<file path="src/rtl/pmr_pkg.sv">
// Constants shared by the power-management register bank.
// Assumes nothing of its surroundings; holds definitions only.
package pmr_pkg;

  // ------------------------------------------------------------
  // Register offsets and reset values
  // ------------------------------------------------------------
  localparam logic [7:0] OFS_REGULATOR_CONTROL    = 8'h0E;
  localparam logic [7:0] OFS_PIN_INTERRUPT_CONFIG = 8'h0F;
  localparam logic [7:0] OFS_PIN_DIRECTION_VALUE  = 8'h10;

  localparam logic [7:0] RST_REGULATOR_CONTROL    = 8'h88;
  localparam logic [7:0] RST_PIN_INTERRUPT_CONFIG = 8'h00;
  localparam logic [7:0] RST_PIN_DIRECTION_VALUE  = 8'h00;

  // ------------------------------------------------------------
  // Field positions
  // ------------------------------------------------------------
  localparam int REG_B_ON_BIT        = 7;
  localparam int REG_B_SLEEP_OFF_BIT = 6;
  localparam int REG_B_SEL_LSB       = 4;
  localparam int REG_A_ON_BIT        = 3;
  localparam int REG_A_SLEEP_OFF_BIT = 2;
  localparam int REG_A_SEL_LSB       = 0;
  localparam int PIN_HIGH_LSB        = 4;
  localparam int PIN_LOW_LSB         = 0;
  localparam int PIN_COUNT           = 4;
  localparam int READ_DATA_ZERO      = 0;

  // ------------------------------------------------------------
  // Voltages in millivolts
  // ------------------------------------------------------------
  localparam logic [11:0] MV_0850 = 12'h352;
  localparam logic [11:0] MV_1000 = 12'h3E8;
  localparam logic [11:0] MV_1100 = 12'h44C;
  localparam logic [11:0] MV_1200 = 12'h4B0;
  localparam logic [11:0] MV_1300 = 12'h514;
  localparam logic [11:0] MV_1400 = 12'h578;
  localparam logic [11:0] MV_1500 = 12'h5DC;
  localparam logic [11:0] MV_1800 = 12'h708;
  localparam logic [11:0] MV_2500 = 12'h9C4;
  localparam logic [11:0] MV_2750 = 12'hABE;
  localparam logic [11:0] MV_3000 = 12'hBB8;
  localparam logic [11:0] MV_3300 = 12'hCE4;
  // Reported for the externally set level, which has no fixed figure.
  localparam logic [11:0] MV_EXTERNAL = 12'h000;

endpackage

</file>
<file path="src/rtl/pmr_regs.sv">
// Control registers for the core rail, two linear regulators and four
// open-drain general pins, plus low-power mode and pin interrupts.
// Assumes a serial interface engine on the same clock presents register
// accesses as one-cycle strobes; the general pins and the sleep request
// pin are asynchronous.
//
// How it works
// - Core rail code maps to eight voltages from 0.85 V to 1.8 V.
// - Regulator control at 0x0E, resets to 0x88, both regulators on.
// - Voltage select taken only while disabled or in the enabling write.
// - Regulator B off in every mode while its enable bit is clear.
// - Enabled: full power normally; in low power reduced, or off if sleep-off set.
// - Regulator A follows the same mapping with bits 3 and 2.
// - Regulator B bits 5-4 select 1.8, 2.5, 3.0 or 3.3 V.
// - Regulator A bits 1-0 select external level, 2.5, 2.75 or 3.0 V.
// - Pin interrupt config at 0x0F, resets 0x00, applies to input pins.
// - Bits 7-4 choose rising (1) or falling (0) edge per pin.
// - Bits 3-0 mask each pin interrupt when set; reset leaves unmasked.
// - Pin register at 0x10, resets 0x00; bits 7-4 set output direction.
// - Output value 1 pulls the pin low; 0 releases it.
// - Input pin value bit reads back the pin level.
// - Writes to value bits of input pins are ignored.
// - Low-power mode when sleep pin high and low-power enable set.
// - Low power forces rail code top bit 0, low bits from sleep field.
`timescale 1ns/1ps

module pmr_regs (
  // Clock and reset
  input  wire logic        clk_i,
  input  wire logic        rst_b_i,
  // Register access from the serial interface engine
  input  wire logic [7:0]  reg_addr_i,
  input  wire logic [7:0]  reg_wdata_i,
  input  wire logic        reg_wr_i,
  input  wire logic        reg_rd_i,
  output logic      [7:0]  reg_rdata_o,
  output logic             reg_hit_o,
  // Fields of the neighbouring converter registers, and the sleep request pin
  input  wire logic        sleep_enable_i,
  input  wire logic [2:0]  rail_code_i,
  input  wire logic [1:0]  sleep_rail_code_i,
  input  wire logic        sleep_request_pin_i,
  // Core rail
  output logic             low_power_mode_o,
  output logic      [2:0]  processor_rail_code_o,
  output logic      [11:0] processor_rail_mv_o,
  // Regulators
  output logic             regulator_a_on_o,
  output logic             regulator_a_reduced_o,
  output logic      [11:0] regulator_a_mv_o,
  output logic             regulator_a_external_o,
  output logic             regulator_b_on_o,
  output logic             regulator_b_reduced_o,
  output logic      [11:0] regulator_b_mv_o,
  // General pins, open drain
  input  wire logic [3:0]  general_pin_i,
  output logic      [3:0]  general_pin_o,
  output logic      [3:0]  general_pin_oe_o,
  // Pin interrupts
  input  wire logic [3:0]  pin_irq_clear_i,
  output logic      [3:0]  pin_irq_pending_o,
  output logic             pin_irq_o
);

  // ------------------------------------------------------------
  // Decode functions
  // ------------------------------------------------------------
  function automatic logic [11:0] rail_mv(input logic [2:0] code);
    case (code)
      3'h0:    rail_mv = pmr_pkg::MV_0850;
      3'h1:    rail_mv = pmr_pkg::MV_1000;
      3'h2:    rail_mv = pmr_pkg::MV_1100;
      3'h3:    rail_mv = pmr_pkg::MV_1200;
      3'h4:    rail_mv = pmr_pkg::MV_1300;
      3'h5:    rail_mv = pmr_pkg::MV_1400;
      3'h6:    rail_mv = pmr_pkg::MV_1500;
      default: rail_mv = pmr_pkg::MV_1800;
    endcase
  endfunction

  function automatic logic [11:0] reg_b_mv(input logic [1:0] sel);
    case (sel)
      2'h0:    reg_b_mv = pmr_pkg::MV_1800;
      2'h1:    reg_b_mv = pmr_pkg::MV_2500;
      2'h2:    reg_b_mv = pmr_pkg::MV_3000;
      default: reg_b_mv = pmr_pkg::MV_3300;
    endcase
  endfunction

  function automatic logic [11:0] reg_a_mv(input logic [1:0] sel);
    case (sel)
      2'h0:    reg_a_mv = pmr_pkg::MV_EXTERNAL;
      2'h1:    reg_a_mv = pmr_pkg::MV_2500;
      2'h2:    reg_a_mv = pmr_pkg::MV_2750;
      default: reg_a_mv = pmr_pkg::MV_3000;
    endcase
  endfunction

  // The enable/sleep-off table is the same for both regulators.
  function automatic logic [1:0] reg_state(input logic on, input logic sleep_off,
                                           input logic low_power);
    // Bit 1 is running, bit 0 is reduced power.
    if (!on) begin
      reg_state = 2'h0;
    end else if (!low_power) begin
      reg_state = 2'h2;
    end else if (sleep_off) begin
      reg_state = 2'h0;
    end else begin
      reg_state = 2'h3;
    end
  endfunction

  // ------------------------------------------------------------
  // Registers
  // ------------------------------------------------------------
  logic [7:0] regulator_control_r;
  logic [7:0] pin_interrupt_config_r;
  logic [3:0] pin_direction_r;
  logic [3:0] pin_value_r;
  logic [3:0] pin_sync1_r;
  logic [3:0] pin_sync2_r;
  logic [3:0] pin_sync3_r;
  logic [3:0] pin_level_r;
  logic [3:0] pin_irq_pending_r;
  logic [3:0] pin_warm_r;
  logic [2:0] sleep_sync_r;
  logic       sleep_level_r;
  logic [7:0] reg_rdata_r;

  logic       wr_regulator;
  logic       wr_irq_cfg;
  logic       wr_pins;
  logic [7:0] regulator_control_nxt;
  logic [3:0] pin_level_nxt;
  logic [3:0] pin_edge;
  logic       low_power;
  logic [1:0] reg_a_state;
  logic [1:0] reg_b_state;

  assign wr_regulator = reg_wr_i && (reg_addr_i == pmr_pkg::OFS_REGULATOR_CONTROL);
  assign wr_irq_cfg   = reg_wr_i && (reg_addr_i == pmr_pkg::OFS_PIN_INTERRUPT_CONFIG);
  assign wr_pins      = reg_wr_i && (reg_addr_i == pmr_pkg::OFS_PIN_DIRECTION_VALUE);

  // ------------------------------------------------------------
  // Regulator control
  // ------------------------------------------------------------
  // A running regulator keeps its voltage select, so a careless write cannot
  // step the output while it is loaded; software disables first or changes
  // the select in the very write that enables it.
  always_comb begin
    regulator_control_nxt = reg_wdata_i;
    if (regulator_control_r[pmr_pkg::REG_B_ON_BIT]) begin
      regulator_control_nxt[pmr_pkg::REG_B_SEL_LSB +: 2] =
        regulator_control_r[pmr_pkg::REG_B_SEL_LSB +: 2];
    end
    if (regulator_control_r[pmr_pkg::REG_A_ON_BIT]) begin
      regulator_control_nxt[pmr_pkg::REG_A_SEL_LSB +: 2] =
        regulator_control_r[pmr_pkg::REG_A_SEL_LSB +: 2];
    end
  end

  always_ff @(posedge clk_i or negedge rst_b_i) begin
    if (!rst_b_i) begin
      regulator_control_r <= pmr_pkg::RST_REGULATOR_CONTROL;
    end else if (wr_regulator) begin
      regulator_control_r <= regulator_control_nxt;
    end
  end

  assign reg_b_state = reg_state(regulator_control_r[pmr_pkg::REG_B_ON_BIT],
                                 regulator_control_r[pmr_pkg::REG_B_SLEEP_OFF_BIT],
                                 low_power);
  assign reg_a_state = reg_state(regulator_control_r[pmr_pkg::REG_A_ON_BIT],
                                 regulator_control_r[pmr_pkg::REG_A_SLEEP_OFF_BIT],
                                 low_power);

  assign regulator_b_on_o       = reg_b_state[1];
  assign regulator_b_reduced_o  = reg_b_state[0];
  assign regulator_a_on_o       = reg_a_state[1];
  assign regulator_a_reduced_o  = reg_a_state[0];
  assign regulator_b_mv_o =
    reg_b_mv(regulator_control_r[pmr_pkg::REG_B_SEL_LSB +: 2]);
  assign regulator_a_mv_o =
    reg_a_mv(regulator_control_r[pmr_pkg::REG_A_SEL_LSB +: 2]);
  assign regulator_a_external_o =
    (regulator_control_r[pmr_pkg::REG_A_SEL_LSB +: 2] == 2'h0);

  // ------------------------------------------------------------
  // Low-power mode and core rail
  // ------------------------------------------------------------
  always_ff @(posedge clk_i or negedge rst_b_i) begin
    if (!rst_b_i) begin
      sleep_sync_r  <= 3'h0;
      sleep_level_r <= 1'b0;
    end else begin
      sleep_sync_r <= {sleep_sync_r[1:0], sleep_request_pin_i};
      if (sleep_sync_r[1] == sleep_sync_r[2]) begin
        sleep_level_r <= sleep_sync_r[2];
      end
    end
  end

  assign low_power        = sleep_level_r && sleep_enable_i;
  assign low_power_mode_o = low_power;
  assign processor_rail_code_o =
    low_power ? {1'b0, sleep_rail_code_i} : rail_code_i;
  assign processor_rail_mv_o = rail_mv(processor_rail_code_o);

  // ------------------------------------------------------------
  // Pin interrupt configuration
  // ------------------------------------------------------------
  always_ff @(posedge clk_i or negedge rst_b_i) begin
    if (!rst_b_i) begin
      pin_interrupt_config_r <= pmr_pkg::RST_PIN_INTERRUPT_CONFIG;
    end else if (wr_irq_cfg) begin
      pin_interrupt_config_r <= reg_wdata_i;
    end
  end

  // ------------------------------------------------------------
  // General pins
  // ------------------------------------------------------------
  always_ff @(posedge clk_i or negedge rst_b_i) begin
    if (!rst_b_i) begin
      pin_direction_r <= pmr_pkg::RST_PIN_DIRECTION_VALUE[pmr_pkg::PIN_HIGH_LSB +: 4];
    end else if (wr_pins) begin
      pin_direction_r <= reg_wdata_i[pmr_pkg::PIN_HIGH_LSB +: 4];
    end
  end

  always_ff @(posedge clk_i or negedge rst_b_i) begin
    if (!rst_b_i) begin
      pin_sync1_r <= 4'h0;
      pin_sync2_r <= 4'h0;
      pin_sync3_r <= 4'h0;
      pin_level_r <= 4'h0;
    end else begin
      pin_sync1_r <= general_pin_i;
      pin_sync2_r <= pin_sync1_r;
      pin_sync3_r <= pin_sync2_r;
      pin_level_r <= pin_level_nxt;
    end
  end

  // Edges are ignored until the filter holds a real pin level. The level flops
  // reset low, so a pulled-up pin would otherwise look like a rising edge.
  always_ff @(posedge clk_i or negedge rst_b_i) begin
    if (!rst_b_i) begin
      pin_warm_r <= 4'h0;
    end else begin
      pin_warm_r <= {pin_warm_r[2:0], 1'b1};
    end
  end

  generate
    for (genvar p = 0; p < pmr_pkg::PIN_COUNT; p++) begin : g_pin
      // A level counts only once two stages agree, filtering a half-settled edge.
      assign pin_level_nxt[p] =
        (pin_sync2_r[p] == pin_sync3_r[p]) ? pin_sync3_r[p] : pin_level_r[p];

      // Value bits of input pins keep their stored value; writes there are dropped.
      always_ff @(posedge clk_i or negedge rst_b_i) begin
        if (!rst_b_i) begin
          pin_value_r[p] <= pmr_pkg::RST_PIN_DIRECTION_VALUE[pmr_pkg::PIN_LOW_LSB + p];
        end else if (wr_pins && pin_direction_r[p]) begin
          pin_value_r[p] <= reg_wdata_i[pmr_pkg::PIN_LOW_LSB + p];
        end
      end

      // Open drain: the pad only ever pulls low.
      assign general_pin_o[p]    = 1'b0;
      assign general_pin_oe_o[p] = pin_direction_r[p] && pin_value_r[p];

      assign pin_edge[p] = pin_warm_r[3] && !pin_direction_r[p] &&
        (pin_level_nxt[p] != pin_level_r[p]) &&
        (pin_level_nxt[p] == pin_interrupt_config_r[pmr_pkg::PIN_HIGH_LSB + p]);

      // A new edge in the clearing cycle keeps the flag set.
      always_ff @(posedge clk_i or negedge rst_b_i) begin
        if (!rst_b_i) begin
          pin_irq_pending_r[p] <= 1'b0;
        end else if (pin_edge[p] &&
                     !pin_interrupt_config_r[pmr_pkg::PIN_LOW_LSB + p]) begin
          pin_irq_pending_r[p] <= 1'b1;
        end else if (pin_irq_clear_i[p]) begin
          pin_irq_pending_r[p] <= 1'b0;
        end
      end
    end
  endgenerate

  assign pin_irq_pending_o = pin_irq_pending_r;
  assign pin_irq_o         = |pin_irq_pending_r;

  // ------------------------------------------------------------
  // Read data
  // ------------------------------------------------------------
  logic [3:0] pin_value_view;
  assign pin_value_view = (pin_direction_r & pin_value_r) |
                          (~pin_direction_r & pin_level_r);

  always_ff @(posedge clk_i or negedge rst_b_i) begin
    if (!rst_b_i) begin
      reg_rdata_r <= 8'h00;
    end else if (reg_rd_i) begin
      case (reg_addr_i)
        pmr_pkg::OFS_REGULATOR_CONTROL:    reg_rdata_r <= regulator_control_r;
        pmr_pkg::OFS_PIN_INTERRUPT_CONFIG: reg_rdata_r <= pin_interrupt_config_r;
        pmr_pkg::OFS_PIN_DIRECTION_VALUE:  reg_rdata_r <= {pin_direction_r, pin_value_view};
        default:                           reg_rdata_r <= 8'h00;
      endcase
    end
  end

  assign reg_rdata_o = reg_rdata_r;
  assign reg_hit_o   = (reg_addr_i == pmr_pkg::OFS_REGULATOR_CONTROL) ||
                       (reg_addr_i == pmr_pkg::OFS_PIN_INTERRUPT_CONFIG) ||
                       (reg_addr_i == pmr_pkg::OFS_PIN_DIRECTION_VALUE);

endmodule

</file>
<file path="config.mk">
export PLATFORM = sky130hd
export DESIGN_NAME = pmr_regs
export DESIGN_NICKNAME = d
export VERILOG_FILES = /design/src/rtl/pmr_pkg.sv /design/src/rtl/pmr_regs.sv
export SDC_FILE = /design/constraint.sdc
export NUM_CORES = 1
export LEC_CHECK = 0
export BUFFER_PORTS_ARGS = -buffer_cell sky130_fd_sc_hd__buf_2
export CAP_MARGIN = 20
export CORE_UTILIZATION = 30
export CTS_BUF_LIST = sky130_fd_sc_hd__clkbuf_4
export CTS_CLUSTER_SIZE = 28
export DETAILED_ROUTE_END_ITERATION = 7
export GPL_TIMING_DRIVEN = 0
export PLACE_DENSITY = 0.53
export SKIP_LAST_GASP = 1
export SLEW_MARGIN = 10
export SYNTH_ARGS = -nofsm -noshare
export SYNTH_HDL_FRONTEND = slang
export SYNTH_SLANG_ARGS = --single-unit
export TNS_END_PERCENT = 10
</file>
<file path="constraint.sdc">
create_clock -name clk_i -period 1.2 [get_ports clk_i]
set_clock_uncertainty 0.05 [all_clocks]
set_input_delay 0.06 -clock clk_i [delete_from_list [all_inputs] [get_ports clk_i]]
set_output_delay 0.06 -clock clk_i [all_outputs]
set_load 0.01 [all_outputs]
</file>
==> results.sh <==
export IMPL_status="complete, but fails checks"
export IMPL_violations="negative setup slack"
export IMPL_layout_min_cycle_time_ps=1710
export IMPL_ioPinCount=102
export IMPL_dr_pass1_iters=4
export IMPL_maxSlewHeadroom_pct=50.00
export IMPL_grt_pass1_wl_um=11410
export IMPL_cts_tree="yes"
export IMPL_crit_family="flip-flops"
export IMPL_synth_area_mm2=0.003073
export IMPL_drc=0
export IMPL_crit_chain="ha_4 > buf_4 > or2_2 > buf_2"
export IMPL_die_w_um=103.2
export IMPL_rsz0062_at_grt="true"
export IMPL_drv_slew=0
export IMPL_multi_input_area_mm2=0.001449
export IMPL_grtUsageMet1_pct=19.17
export IMPL_antenna_found_initial=0
export IMPL_max_freq_mhz=584.9
export IMPL_synthCells=262
export IMPL_fillers=947
export IMPL_cap_violations=0
export IMPL_gp_congestion=0.7524
export IMPL_finalNetCount=447
export IMPL_crit_required_ps=1090
export IMPL_fin_util_pct=43.61
export IMPL_synthTopCellsByArea="dfrtp_1 (47%), mux2_2 (11%), buf_4 (4.4%)"
export IMPL_post_route_period_util_pct=142.5
export IMPL_cp_startpoint="regulator_control_r[4]"
export IMPL_place_hpwl_um=5201
export IMPL_setup_tns_ps=-14800
export IMPL_tightest_slew_ps=750.0
export IMPL_die_area_mm2=0.01065
export IMPL_drtIter0Drc=74
export IMPL_crit_end="regulator_b_mv_o[5]"
export IMPL_wl_per_cell_um=13.17
export IMPL_synth_top_area_cell="dfrtp_1"
export IMPL_dr_total_vias=2441
export IMPL_via_per_inst=4.520
export IMPL_path_class="reg -> out"
export IMPL_yosysWarnings=0
export IMPL_die_height_um=103.2
export IMPL_crit_arrival_ps=1600
export IMPL_ys_flop_type="dfrtp_1"
export IMPL_cp_max_fo=4
export IMPL_hp_class="in -> reg"
export IMPL_worst_path_buf_inv=2
export IMPL_grt_ovfl_total=0
export IMPL_stdcell_count=540
export IMPL_vdd_drop_max_v=0.0006159
export IMPL_drt_total_wl_um=7111
export IMPL_num_rows=36
export IMPL_core_area_mm2=0.009864
export IMPL_synth_edf_count=0
export IMPL_cts_root_buf="clkbuf_4"
export IMPL_synthArstFlopShare_pct=100.0
export IMPL_clkSinkCount=60
export IMPL_power_density_mw_per_mm2=1117
export IMPL_synth_top_cell_area_share_pct=47.23
export IMPL_initial_core_util_pct=31.15
export IMPL_crit_cells=4
export IMPL_setup_viol=65
export IMPL_track_usage_pct=14.25
export IMPL_critPathLaunchType="flip-flop"
export IMPL_cpPeakStageDelay_ps=480
export IMPL_cp_end_kind="primary output"
export IMPL_reg2reg_from="regulator_control_r[4]"
export IMPL_grt_pass1_vias=2245
export IMPL_seq_area_mm2=0.001509
export IMPL_postRouteAntennaNets=0
export IMPL_finalHoldViolCount=0
export IMPL_cts_buffers=9
export IMPL_final_cell_mix="buf_2 (88), dfrtp_1 (54), mux2_2 (31)"
export IMPL_cts_max_level=3
export IMPL_avgSynthCellArea_um2=11.73
export IMPL_post_synth_num_cell_types=41
export IMPL_ys_seq_area_share_pct=48.94
export IMPL_grt_max_degree=61
export IMPL_rr_worst_depth=4
export IMPL_place_inst=494
export IMPL_cts_buffer_depth=2
export IMPL_top_usage_layer="met2"
export IMPL_insertion_delay_ps=390
export IMPL_final_common_cell="buf_2"
export IMPL_port_buffers=90
export IMPL_worst_slack_ps=-509.8
export IMPL_use_met2_pct=22.67
export IMPL_synth_seq_cells=60
export IMPL_clkTransAtPathRegs_ps=100
export IMPL_total_power_mw=4.805
export IMPL_reg2reg_to="reg_rdata_o[4]"
export IMPL_reg2reg_slack_ps=-130
export IMPL_critPathSlowestCell="dfrtp_2"
export IMPL_leakagePower_nw=2.124
export IMPL_diodes=0
export IMPL_drive_gt1_share_pct=48.89
export IMPL_syn_to_final_growth_pct=39.98
export IMPL_met3_usage_pct=4.301
export IMPL_whs_ps=35.11
[where the power goes]
| part | leakage, nW | switching (mW) | internal [mW] |
|---|---|---|---|
| Combinational | 1.27 | 0.386 | 0.405 |
| Sequential | 0.762 | 0.0902 | 2.12 |
| Clock | 0.0955 | 0.739 | 1.06 |
[stage by stage]
step / instance area (um^2) / setup slack, ps
4_1_cts: 4215 / -524.9
6_report: 4302 / -509.8
2_1_floorplan: 3107 / -153.9
3_5_place_dp: 3726 / -470.9
5_1_grt: 4302 / -583.3
3_3_place_gp: 3724 / -515.3
[synth_stat cells (all sizes together), types with 5 or more instances]
cell and number:
nand4 7, o21ai 5, ha 10, buf 20
o22ai 5, nand2 7, maj3 5, and4b 5
nor2b 6, a21oi 6, a32oi 5, mux2 34
nor2 11, dfrtp 58, o211ai 7, inv 19
and2 10
[cell families after synthesis]
kind of cell	count (synthesis)	synth area share (%)
flops	60	48.94
compound gates	39	8.835
fa+ha+maj	15	5.700
buf+inv	43	7.533
other cells	2	0.2444
mux	35	12.78
simple gates	66	15.39
xor+xnor	2	0.5701
[state kept, by name, indices dropped and copies added, names as in the netlist]
register and cells:
pin_direction_r 4, pin_interrupt_config_r 8, pin_irq_pending_o 4, pin_level_r 4, pin_sync1_r 4, pin_sync2_r 4, pin_sync3_r 4, pin_value_r 4
pin_warm_r 4, reg_rdata_o 8, regulator_control_r 8, sleep_level_r 1, sleep_sync_r 3
[metal layers]
| metal | wire length, um | vias up |
|---|---|---|
| met1 | 3326 | 1162 |
| li1 | - | 1203 |
| met4 | 57 | 0 |
| met5 | 0 | - |
| met3 | 348 | 5 |
| met2 | 3379 | 71 |
[layout make-up]
cell class / instances / share of cell area, %
flip-flops and latches: 60 / 35.08
clock buffers: 10 / 1.745
plain buffers: 24 / 4.130
multi-input cells: 168 / 33.68
clock inverters: 6 / 2.385
well taps: 133 / 3.869
repair buffers: 120 / 17.39
inverters: 19 / 1.716
[worst register-to-register path, stage by stage (launching register included)]
cell and delay, ps:
dfrtp_2 480, buf_4 160, mux2_2 250, a32oi_1 180, o22ai_1 90
[worst min-delay path by stage]
| stage | start | to | slack [ps] | depth (start not counted) |
|---|---|---|---|---|
| floorplan | rst_b_i | pin_direction_r[0] | -290 | 0 |
| global placement | sleep_request_pin_i | sleep_sync_r[0] | 120 | 1 |
| detailed placement | general_pin_i[0] | pin_sync1_r[0] | 120 | 1 |
| CTS | reg_addr_i[4] | pin_value_r[3] | 10 | 3 |
| global route | reg_addr_i[4] | pin_value_r[3] | 10 | 3 |
| finish | reg_addr_i[4] | pin_value_r[3] | 40 | 3 |
[timing repair]
action,4_1_cts,5_1_grt
hold endpoints to repair,93,0
pin swaps,6,4
hold buffers,19,0
setup endpoints to repair,60,76
buffers inserted,9,2
gates resized for setup,17,18
(Power assumes the default switching activity.)
